<file path="src/common/ewac_consts.svh">
/*
 * Register offsets, field positions, reset values and cycle counts of the
 * external bus area wait configuration block.
 * Assumes inclusion by bare name from design files and the bench.
 */
`ifndef EWAC_CONSTS_SVH
`define EWAC_CONSTS_SVH

// Register byte offsets on the APB side
`define EWAC_ADDR_W 8
`define EWAC_OFS_SDRAM_WAIT 8'h00
`define EWAC_OFS_CARD5 8'h04
`define EWAC_OFS_CARD6 8'h08
`define EWAC_OFS_STATUS 8'h0C

// SDRAM wait register: idle count field at [1:0], bit 2 reserved
`define EWAC_IDLE_LSB 0
`define EWAC_IDLE_MSB 1
`define EWAC_IDLE_RST 2'h0

// Card area registers
`define EWAC_SA_LO_BIT 20
`define EWAC_SA_HI_BIT 21
`define EWAC_DLY_LSB 11
`define EWAC_DLY_MSB 14
`define EWAC_SA_RST 1'h0
`define EWAC_DLY_RST 4'h0

// Status register bits
`define EWAC_ST_SDRAM_BUSY 0
`define EWAC_ST_CARD_BUSY 1
`define EWAC_ST_CARD_IO 2

// Idle cycles per idle count code
`define EWAC_IDLE_00 4'h2
`define EWAC_IDLE_01 4'h3
`define EWAC_IDLE_10 4'h5
`define EWAC_IDLE_11 4'h8

`endif

</file>
<file path="src/common/ewac_pkg.sv">
/*
 * Types shared by the wait configuration block and its bench.
 * Assumes the constants header sits beside it in common/.
 */
package ewac_pkg;

   // One card access request from the bus controller
   typedef struct packed {
      logic area6;
      logic a25;
      logic write;
   } ewac_card_req_t;

   // Programmed settings of one card area
   typedef struct packed {
      logic spaceAttrUpperHalf;
      logic spaceAttrLowerHalf;
      logic [3:0] strobeDelay;
   } ewac_card_cfg_t;

   typedef enum logic [1:0] {
      CARD_IDLE,
      CARD_DELAY,
      CARD_STROBE
   } ewac_card_state_t;

endpackage

</file>
<file path="src/hw/ewac_wait_config.sv">
/*
 * APB register bank with SDRAM idle-gap enforcement and card-area strobe
 * timing for the external bus controller.
 * Assumes refresh, self-refresh exit and card requests are one-cycle pulses
 * from logic on the same clock, and that the controller holds off SDRAM
 * commands while sdramCmdAllowed is low.
 */
`timescale 1ns/10ps
`include "ewac_consts.svh"

// Notes on behaviour
// - idle gap after refresh set by code
// - same idle gap after self-refresh exit
// - SDRAM wait bit 2 reads zero
// - space attributes only apply in card mode
// - A25 high uses upper attribute bit
// - A25 low uses lower attribute bit
// - strobe follows address by code bits 2:0 plus half
// - card register reserved bits read zero
module ewac_wait_config import ewac_pkg::*; (
   // Clock and reset
   input wire logic clock,
   input wire logic arst_n,
   // APB slave
   input wire logic [`EWAC_ADDR_W-1:0] paddr,
   input wire logic psel,
   input wire logic penable,
   input wire logic pwrite,
   input wire logic [31:0] pwdata,
   output logic [31:0] prdata,
   output logic pready,
   output logic pslverr,
   // SDRAM command gating
   input wire logic refreshIssued,
   input wire logic selfRefreshExit,
   output logic sdramCmdAllowed,
   // Card area mode from bus controller configuration
   input wire logic area5CardMode,
   input wire logic area6CardMode,
   // Card access
   input wire logic cardStart,
   input wire ewac_card_req_t cardReq,
   input wire logic cardEnd,
   output logic cardAddrValid,
   output logic cardIoCycle,
   output logic cardRdStrobe,
   output logic cardWrStrobe
);
   logic [1:0] idleCode, next_idleCode;
   ewac_card_cfg_t card5, next_card5, card6, next_card6;
   logic [31:0] next_prdata;
   ewac_card_state_t cardState, next_cardState;
   logic cardWrite, next_cardWrite;
   logic next_cardIoCycle, next_cardAddrValid;
   logic next_cardRdStrobe, next_cardWrStrobe;
   logic idleEvent, idleZero, cardLoad, delayZero, strobeArm;
   logic [3:0] idleLoadValue, delayCount;
   logic regWrite, regRead;
   ewac_card_cfg_t selCfg;
   logic selMode;

   function automatic logic [3:0] idleCycles(input logic [1:0] code);
      unique case (code)
         2'h0: idleCycles = `EWAC_IDLE_00;
         2'h1: idleCycles = `EWAC_IDLE_01;
         2'h2: idleCycles = `EWAC_IDLE_10;
         2'h3: idleCycles = `EWAC_IDLE_11;
      endcase
   endfunction

   // Only the live fields are placed; all else reads as zero
   function automatic logic [31:0] cardWord(input ewac_card_cfg_t c);
      cardWord = 32'h0;
      cardWord[`EWAC_SA_HI_BIT] = c.spaceAttrUpperHalf;
      cardWord[`EWAC_SA_LO_BIT] = c.spaceAttrLowerHalf;
      cardWord[`EWAC_DLY_MSB:`EWAC_DLY_LSB] = c.strobeDelay;
   endfunction

   function automatic ewac_card_cfg_t cardFields(input logic [31:0] w);
      cardFields.spaceAttrUpperHalf = w[`EWAC_SA_HI_BIT];
      cardFields.spaceAttrLowerHalf = w[`EWAC_SA_LO_BIT];
      cardFields.strobeDelay = w[`EWAC_DLY_MSB:`EWAC_DLY_LSB];
   endfunction

   // Register bus: zero wait states, read data captured in setup phase
   assign pready = 1'b1;
   assign regWrite = psel && penable && pwrite;
   assign regRead = psel && !penable && !pwrite;
   assign pslverr = psel && penable && !(paddr == `EWAC_OFS_SDRAM_WAIT ||
      paddr == `EWAC_OFS_CARD5 || paddr == `EWAC_OFS_CARD6 ||
      paddr == `EWAC_OFS_STATUS);

   always_comb begin
      next_idleCode = idleCode;
      next_card5 = card5;
      next_card6 = card6;
      next_prdata = prdata;
      if (regWrite) begin
         unique case (paddr)
            `EWAC_OFS_SDRAM_WAIT:
               next_idleCode = pwdata[`EWAC_IDLE_MSB:`EWAC_IDLE_LSB];
            `EWAC_OFS_CARD5: next_card5 = cardFields(pwdata);
            `EWAC_OFS_CARD6: next_card6 = cardFields(pwdata);
            default: next_idleCode = idleCode;
         endcase
      end
      if (regRead) begin
         next_prdata = 32'h0;
         unique case (paddr)
            `EWAC_OFS_SDRAM_WAIT: begin
               next_prdata[`EWAC_IDLE_MSB:`EWAC_IDLE_LSB] = idleCode;
            end
            `EWAC_OFS_CARD5: next_prdata = cardWord(card5);
            `EWAC_OFS_CARD6: next_prdata = cardWord(card6);
            `EWAC_OFS_STATUS: begin
               next_prdata[`EWAC_ST_SDRAM_BUSY] = !sdramCmdAllowed;
               next_prdata[`EWAC_ST_CARD_BUSY] = (cardState != CARD_IDLE);
               next_prdata[`EWAC_ST_CARD_IO] = cardIoCycle;
            end
            default: next_prdata = 32'h0;
         endcase
      end
   end

   always_ff @(posedge clock or negedge arst_n) begin
      if (!arst_n) begin
         idleCode <= `EWAC_IDLE_RST;
         card5 <= '{`EWAC_SA_RST, `EWAC_SA_RST, `EWAC_DLY_RST};
         card6 <= '{`EWAC_SA_RST, `EWAC_SA_RST, `EWAC_DLY_RST};
         prdata <= 32'h0;
      end else begin
         idleCode <= next_idleCode;
         card5 <= next_card5;
         card6 <= next_card6;
         prdata <= next_prdata;
      end
   end

   // SDRAM idle gap: N cycles from the event to the next allowed command
   assign idleEvent = refreshIssued || selfRefreshExit;
   assign idleLoadValue = idleCycles(idleCode) - 4'h1;

   ewac_cycle_timer idleTimer (
      .clock(clock),
      .arst_n(arst_n),
      .load(idleEvent),
      .loadValue(idleLoadValue),
      .count(),
      .zero(idleZero)
   );

   assign sdramCmdAllowed = idleZero && !idleEvent;

   // Card access sequencing
   assign selCfg = cardReq.area6 ? card6 : card5;
   assign selMode = cardReq.area6 ? area6CardMode : area5CardMode;
   assign cardLoad = cardStart && (cardState == CARD_IDLE);

   // Top delay bit dropped: prohibited codes cannot stretch the count
   ewac_cycle_timer delayTimer (
      .clock(clock),
      .arst_n(arst_n),
      .load(cardLoad),
      .loadValue({1'b0, selCfg.strobeDelay[2:0]}),
      .count(delayCount),
      .zero(delayZero)
   );

   always_comb begin
      next_cardState = cardState;
      next_cardWrite = cardWrite;
      next_cardIoCycle = cardIoCycle;
      next_cardAddrValid = cardAddrValid;
      unique case (cardState)
         CARD_IDLE: begin
            if (cardStart) begin
               next_cardState = CARD_DELAY;
               next_cardWrite = cardReq.write;
               next_cardAddrValid = 1'b1;
               next_cardIoCycle = selMode && (cardReq.a25 ?
                  selCfg.spaceAttrUpperHalf : selCfg.spaceAttrLowerHalf);
            end
         end
         CARD_DELAY: begin
            if (cardEnd) begin
               next_cardState = CARD_IDLE;
               next_cardAddrValid = 1'b0;
            end else if (delayZero) begin
               next_cardState = CARD_STROBE;
            end
         end
         CARD_STROBE: begin
            if (cardEnd) begin
               next_cardState = CARD_IDLE;
               next_cardAddrValid = 1'b0;
            end
         end
      endcase
   end

   always_ff @(posedge clock or negedge arst_n) begin
      if (!arst_n) begin
         cardState <= CARD_IDLE;
         cardWrite <= 1'b0;
         cardIoCycle <= 1'b0;
         cardAddrValid <= 1'b0;
      end else begin
         cardState <= next_cardState;
         cardWrite <= next_cardWrite;
         cardIoCycle <= next_cardIoCycle;
         cardAddrValid <= next_cardAddrValid;
      end
   end

   // Strobes launch on the falling edge, giving the extra half cycle
   assign strobeArm = !cardEnd && ((cardState == CARD_STROBE) ||
      (cardState == CARD_DELAY && delayZero));

   always_comb begin
      next_cardRdStrobe = strobeArm && !cardWrite;
      next_cardWrStrobe = strobeArm && cardWrite;
   end

   always_ff @(negedge clock or negedge arst_n) begin
      if (!arst_n) begin
         cardRdStrobe <= 1'b0;
         cardWrStrobe <= 1'b0;
      end else begin
         cardRdStrobe <= next_cardRdStrobe;
         cardWrStrobe <= next_cardWrStrobe;
      end
   end

   // Helper: cycles since the last idle event, saturating
   logic [3:0] gapCount, needCycles;
   always_ff @(posedge clock or negedge arst_n) begin
      if (!arst_n) begin
         gapCount <= 4'hF;
         needCycles <= 4'h0;
      end else if (idleEvent) begin
         gapCount <= 4'h1;
         needCycles <= idleCycles(idleCode);
      end else if (gapCount != 4'hF) begin
         gapCount <= gapCount + 4'h1;
      end
   end
endmodule

</file>
<file path="src/hw/ewac_cycle_timer.sv">
/*
 * Down counter used for SDRAM idle gaps and card strobe delays.
 * Assumes load is a one-cycle pulse on the same clock.
 */
`timescale 1ns/10ps
module ewac_cycle_timer import ewac_pkg::*; (
   // Clock and reset
   input wire logic clock,
   input wire logic arst_n,
   // Control
   input wire logic load,
   input wire logic [3:0] loadValue,
   // State
   output logic [3:0] count,
   output logic zero
);
   logic [3:0] next_count;

   always_comb begin
      next_count = count;
      if (load) begin
         next_count = loadValue;
      end else if (count != 4'h0) begin
         next_count = count - 4'h1;
      end
   end

   always_ff @(posedge clock or negedge arst_n) begin
      if (!arst_n) begin
         count <= 4'h0;
      end else begin
         count <= next_count;
      end
   end

   assign zero = (count == 4'h0);
endmodule

</file>
<file path="config.mk">
export PLATFORM = sky130hd
export DESIGN_NAME = ewac_wait_config
export DESIGN_NICKNAME = d
export VERILOG_FILES = /design/src/common/ewac_pkg.sv /design/src/hw/ewac_wait_config.sv /design/src/hw/ewac_cycle_timer.sv
export VERILOG_INCLUDE_DIRS = /design/src /design/src/common
export SDC_FILE = /design/constraint.sdc
export NUM_CORES = 1
export LEC_CHECK = 0
export BUFFER_PORTS_ARGS = -buffer_cell sky130_fd_sc_hd__clkbuf_2
export CAP_MARGIN = 20
export CORE_ASPECT_RATIO = 1.1
export CORE_UTILIZATION = 45
export DETAILED_ROUTE_END_ITERATION = 10
export PLACE_DENSITY_LB_ADDON = 0.1
export SYNTH_ARGS = -nofsm -noshare
export SYNTH_HDL_FRONTEND = slang
export SYNTH_SLANG_ARGS = --single-unit
</file>
<file path="constraint.sdc">
create_clock -name clock -period 1.9 [get_ports clock]
set_input_delay 0.19 -clock clock [delete_from_list [all_inputs] [get_ports clock]]
set_output_delay 0.19 -clock clock [all_outputs]
set_load 0.01 [all_outputs]
</file>
==> qor.yml, run 1 <==
worst_pin_slew_ps: 515.9
holdPathStages: 2
critPathMaxFanout: 2
place_hpwl_um: 3011
antenna_found_initial: 0
clock_sinks: 38
vias_per_cell: 5.013
hold_path_class: "input pin to register"
postSynthCellCount: 195
grt_pass1_vias: 1505
ys.warnings.count: 0
synthXorXnorAreaFrac_pct: 1.639
die_h_um: 74.28
htreeDepth: 2
multi_input_area_um2: 1084
synthToLayoutAreaGrowth_pct: 23.54
dieArea_um2: 5029
clk_pin_slew_ps: 80
drive_above_1_share_pct: 36.40
synthSimpleGateAreaFrac_pct: 18.44
cp-start-kind: "register"
synth_edf_count: 0
async_reset_ff_share_pct: 100.0
drc_errors: 0
wl_per_cell_um: 12.95
relSlewSlack_pct: 65.48
register_area_um2: 950.9
arrival_ps: 1230
core_um2: 4442
crit_start: "delayTimer.count[0]"
worstReg2RegStart: "delayTimer.count[0]"
rsz0062_at_grt: "true"
dp.cells: 303
drtAntennaViolNets: 0
root_buffer: "clkbuf_8"
ff2ff_path_depth: 5
synth_area_um2: 2137
fp-row-count: 25
critPathKind: "register to register"
die_w_um: 67.71
hold_viol: 0
num_antenna_cells: 0
finClkSkew_ps: 9.881
leakage_nw: 1.327
globalRouteOverflowTotal: 0
vias: 1579
grt.total_usage_pct: 18.62
nets: 322
place_congestion: 0.7545
endpoint_kind: "register"
synth_cell_types: 49
outcome: "complete, but fails checks"
clk_latency_ps: 290
violations: "setup timing"
synth_ff_type: "dfrtp_1"
port_buffers: 44
placed_area_um2: 2444
clock_tree.buffer_depth: 2
synth_top_family_by_area: "simple AND/OR/NAND/NOR gates"
start_util_pct: 48.11
dr.pass1.iters: 4
first_iter_violations: 69
syn_area_per_cell_um2: 10.96
reg2reg_slack_ps: -130
p_per_area_nw_per_um2: 1006
fin_ws_ps: -131.3
synth-seq-cells: 38
fin_area_um2: 2640
ir_drop_uv: 519.2
timing.rr.end: "cardWrStrobe"
required_ps: 1100
grt_pass1_wl_um: 6817
muxShareOfSynthArea_pct: 9.309
synth_compound_area_share_pct: 10.60
layout.cells.non_filler: 315
io_pins: 93
yosysSeqAreaShare_pct: 44.50
num-fill-cells: 388
final_max_slew_viol_count: 0
crit_end: "cardWrStrobe"
synth_fa_ha_area_share_pct: 4.684
drv_cap: 0
grt_max_degree: 20
setup-violations-final: 4
cts_buffers: 5
wl_um: 4079
cts_tree: "built"
## flip-flops by register name, indices dropped and copies added (netlist names)
name / flops
card5: 6
card6: 6
cardAddrValid: 1
cardIoCycle: 1
cardRdStrobe: 1
cardState: 2
cardWrStrobe: 1
cardWrite: 1
delayTimer.count: 4
idleCode: 2
idleTimer.count: 4
prdata: 9
## routing by layer
layer	track usage (%)	wire, um	vias to the layer above
li1	-	-	786
met1	24.26	1777	743
met2	29.26	2051	43
met3	5.675	193	7
met4	6.383	56	0
met5	0	0	-
## final cells by class
class | instances | share of cell area (%)
multi-input cells | 144 | 41.04
flip-flops and latches | 38 | 36.02
repair buffers | 63 | 13.84
clock buffers | 6 | 3.128
well taps | 54 | 2.559
clock inverters | 2 | 2.275
inverters | 8 | 1.137
## cell families after synthesis
kind of cell               after synthesis
and+or+nand+nor                         60
DFF                                     38
buffers and inverters                   35
AOI/OAI and AO/OA                       30
muxes                                   18
adders and majority gates                8
xor gates and xnor gates                 4
other                                    2
## layout by cell type (no fill, tap or decap), types with 2 or more instances in the layout
| master | count |
|---|---|
| clkbuf_2 | 42 |
| dfrtp_1 | 36 |
| conb_1 | 24 |
| buf_4 | 18 |
| mux2_2 | 14 |
| nand2_1 | 12 |
| nor2b_1 | 7 |
| ha_1 | 7 |
| inv_1 | 6 |
| nor3_1 | 6 |
| a211oi_1 | 6 |
| and2_0 | 6 |
| a221o_1 | 6 |
| clkbuf_8 | 6 |
| nor2_1 | 4 |
| a31oi_1 | 3 |
| o21ai_0 | 3 |
| nand4_1 | 3 |
| xnor2_1 | 3 |
| mux2i_1 | 3 |
| inv_2 | 2 |
| a21oi_1 | 2 |
| nand4_4 | 2 |
| nand2b_1 | 2 |
| nor4_1 | 2 |
| o211ai_1 | 2 |
| nand3_1 | 2 |
| dfrtn_1 | 2 |
| bufinv_16 | 2 |
| buf_2 | 2 |
## worst min-delay path by stage
stage	from	end
global route	cardStart	delayTimer.count[3]
floorplan	arst_n	card5[0]
finish	cardStart	delayTimer.count[3]
CTS	cardStart	delayTimer.count[3]
detailed placement	arst_n	idleTimer.count[1]
global placement	arst_n	idleTimer.count[1]
## worst max-delay path, cell delays in order, from the launching register on
cell and delay, ps:
dfrtp_1 360, inv_2 60, ha_4 160, nor3b_4 150
a21oi_2 150, nor3b_2 60
## Yosys cell counts, drive strengths merged, types with 3 or more instances
library cell	instances	share of area, %
nand2	12	2.1
and2	6	1.8
a221o	6	2.8
dfrtp	36	42
nor3	6	1.4
buf	25	8.7
mux2i	3	1.4
mux2	15	7.9
a211oi	6	2.1
nand4	5	2.9
nor2	4	0.70
nor3b	3	1.1
nor4	3	1.6
nor2b	7	2.0
a21oi	3	0.70
xnor2	3	1.2
a31oi	3	0.88
o21ai	3	0.70
ha	8	4.7
inv	8	1.4
## repair_timing
action / 4_1_cts / 5_1_grt
buffers inserted: 2 / 1
endpoints found under the setup margin: 4 / 5
hold buffers: 1 / 0
endpoints found under the hold margin: 36 / 0
pin swaps: 3 / 1
resized for setup: 3 / 3
## metrics by stage
stage	hold WS [ps]	worst slack (ps)	total power, mW	util, %	setup TNS, ps
floorplan	-105.6	-150.2	1.454	-	-257.1
global placement	218.7	-100.6	1.722	55.01	-199.3
detailed placement	225.6	-151.7	1.727	55.01	-261.1
CTS	98.96	-146.7	2.647	59.13	-402.9
global route	110.8	-186.9	2.809	59.44	-534.9
finish	107.7	-131.3	2.656	59.44	-333.1
## report_power, final
| group | switching, mW | leakage, nW | internal [mW] |
|---|---|---|---|
| registers | 0.0611 | 0.510 | 0.906 |
| logic | 0.392 | 0.746 | 0.443 |
| clock network | 0.294 | 0.0714 | 0.560 |
Power figures use the tool's default switching activity.
==> run 2, diff against run 1 <==
- CORE_UTILIZATION: 45 -> 35
==> run 2 against run 1 <==
The run still ends with setup timing left. Non-clock buffer count is 1 higher. Die area grew 28%. Combinational power is 2.4% lower. Global-route usage fell by 4.6 points. Count of clock-buffer cells in the layout stayed put. Sequential power up 0.8%. Critical path depth is the same. Power shrank 11%. Sequential share of layout area up 0.14 points. Routed wire length is 2.2% higher. First-iteration DRC count fell by 58%. Final cell count rose by 7.6%.
==> qor.yml, run 2 (same netlist as run 1, synthesis figures left out) <==
fin_ws_ps: -156.5  # -25.19 ps
drv_cap: 0  # unchanged
antenna_found_initial: 0  # unchanged
drtAntennaViolNets: 0  # unchanged
setup-violations-final: 4  # unchanged
endpoint_kind: "register"
grt_pass1_wl_um: 7182  # +5.4%
grt_pass1_vias: 1532  # +1.8%
synthToLayoutAreaGrowth_pct: 23.07
p_per_area_nw_per_um2: 903.4  # -10%
leakage_nw: 1.306  # -1.6%
required_ps: 1090  # about the same
final_max_slew_viol_count: 0  # unchanged
vias_per_cell: 4.558  # -9.1%
arrival_ps: 1250  # +20 ps
seqPwrFrac_pct: 41.0  # +4.6 points
dp.cells: 326  # +7.6%
p_int_mw: 1.637  # -14%
mostFrequentLayoutCells: "clkbuf_2 (42), dfrtp_1 (36), conb_1 (24)"
clk_latency_ps: 290  # about the same
num_antenna_cells: 0  # unchanged
drive_above_1_share_pct: 37.02  # +0.62 points
cp-start-kind: "register"
finClkSkew_ps: 8.537  # -1.344 ps
first_iter_violations: 29  # -58%
p_comb_share_pct: 34.3  # +2.9 points
dieArea_um2: 6423  # +28%
place_hpwl_um: 3150  # +4.6%
drc_errors: 0  # unchanged
worst_pin_slew_ps: 515.3  # -0.5508 ps
critPathMaxFanout: 2  # unchanged
outcome: "complete, but fails checks"
dr.pass1.iters: 3  # -1
layout.cells.non_filler: 339  # +7.6%
slowest_delay_ps: 360  # about the same
nets: 323  # +0.31%
final_common_cell: "clkbuf_2"
place_congestion: 0.7551  # about the same
hold_viol: 0  # unchanged
wl_per_cell_um: 12.30  # -5.0%
fp-row-count: 29  # +16%
ir_drop_uv: 376.0  # -28%
clock_tree.buffer_depth: 2  # unchanged
port_buffers: 44  # unchanged
cts_tree: "built"
cts_buffers: 5  # unchanged
die_h_um: 83.96  # +13%
clk_pin_slew_ps: 80  # about the same
rsz0062_at_grt: "true"
clkPwrFrac_pct: 24.7  # -7.5 points
crit_chain: "inv_2 -> ha_4 -> nor3b_4 -> a21oi_2 -> nor3b_2"
globalRouteOverflowTotal: 0  # unchanged
core_um2: 5842  # +32%
grt_max_degree: 34  # +70%
p_switching_uw: 738.7  # -1.1%
critPathKind: "register to register"
slowest_stage: "dfrtp_1"
grt.total_usage_pct: 14.07  # -4.6 points
io_pins: 93  # unchanged
hold_path_class: "input pin to register"
vias: 1545  # -2.2%
relSlewSlack_pct: 65.33  # -0.15 points
die_w_um: 76.51  # +13%
htreeDepth: 2  # unchanged
wl_um: 4170  # +2.2%
start_util_pct: 36.58  # -12 points
p_sw_share_pct: 31.09  # +3.0 points
top_register: "prdata"
holdWs_ps: 125.9  # +18.21 ps
top_regs: "prdata: 9 flops, card5: 6 flops, card6: 6 flops"
violations: "setup timing"
largest_reg_flops: 9  # unchanged
clock_sinks: 38  # unchanged
root_buffer: "clkbuf_8"
## run 2: cell count changes in the layout (fill, tap and decap cells not counted), sizes merged
cell	previous run	this run
clkinv	0	1
buf	20	21
bufinv	2	0
clkinvlp	0	1
## run 2: power by group through the flow
stage          combinational (mW)  sequential (mW)  clock [mW]
2_1_floorplan               0.461            0.993           0
3_3_place_gp                0.732            0.984           0
3_5_place_dp                0.726            0.987           0
4_1_cts                     0.785            0.973       0.606
5_1_grt                     0.918            0.986       0.641
6_report                    0.815            0.975       0.586
## run 2: layer usage
metal,vias up,track usage (%),wire (um)
li1,789,-,-
met1,709,18.06,1974
met2,41,23.18,1979
met3,6,3.607,168
met4,0,4.196,47
met5,-,0,0
## run 2: final timing paths
path | from | to | slack [ps] | cells past startpoint
min | pwdata[13] | card5[2] | 130 | 2
max | delayTimer.count[0] | cardWrStrobe | -160 | 5
min reg2reg | prdata[2] | prdata[2] | 490 | 2
max in group asynchronous | arst_n | cardRdStrobe | 640 | 2
max reg2reg | delayTimer.count[0] | cardWrStrobe | -160 | 5
min in group asynchronous | arst_n | cardAddrValid | 250 | 2
## run 2: worst max-delay path: cells and delay by family (launching register included)
family / cells / cell delay [ps]
AO/OA/AOI/OAI: 1 / 170
flip-flops: 1 / 360
adder cells (fa/ha/maj): 1 / 150
AND/OR/NAND/NOR: 2 / 210
buffers and inverters: 1 / 60
## run 2: area by class of cell
type                            count  area [um^2]
Clock buffer                        6        82.58
Clock inverter                      2        12.51
Fill cell                         592         3212
Inverter                            8        30.03
Multi-Input combinational cell    144         1085
Sequential cell                    38        950.9
Tap cell                           77        96.34
Timing Repair Buffer               64        372.9
## run 2: stage by stage
stage / setup WS [ps] / setup TNS [ps] / utilization [%] / total power, mW / cell area, um^2
2_1_floorplan: -150.2 / -257.1 / - / 1.454 / 2237
6_report: -156.5 / -354.8 / 45.02 / 2.376 / 2630
3_5_place_dp: -163.8 / -295.5 / 42.32 / 1.713 / 2472
4_1_cts: -166.4 / -408.3 / 44.63 / 2.364 / 2608
3_3_place_gp: -151.4 / -284.4 / 42.32 / 1.716 / 2472
5_1_grt: -207.1 / -534.3 / 45.02 / 2.545 / 2630
## run 2: timing repair
item | 4_1_cts | 5_1_grt
endpoints found under the hold margin | 3 | 0
hold buffers | 1 | 0
endpoints found under the setup margin | 4 | 4
buffers inserted | 2 | 2
resized for setup | 3 | 4
pin swaps | 4 | 1
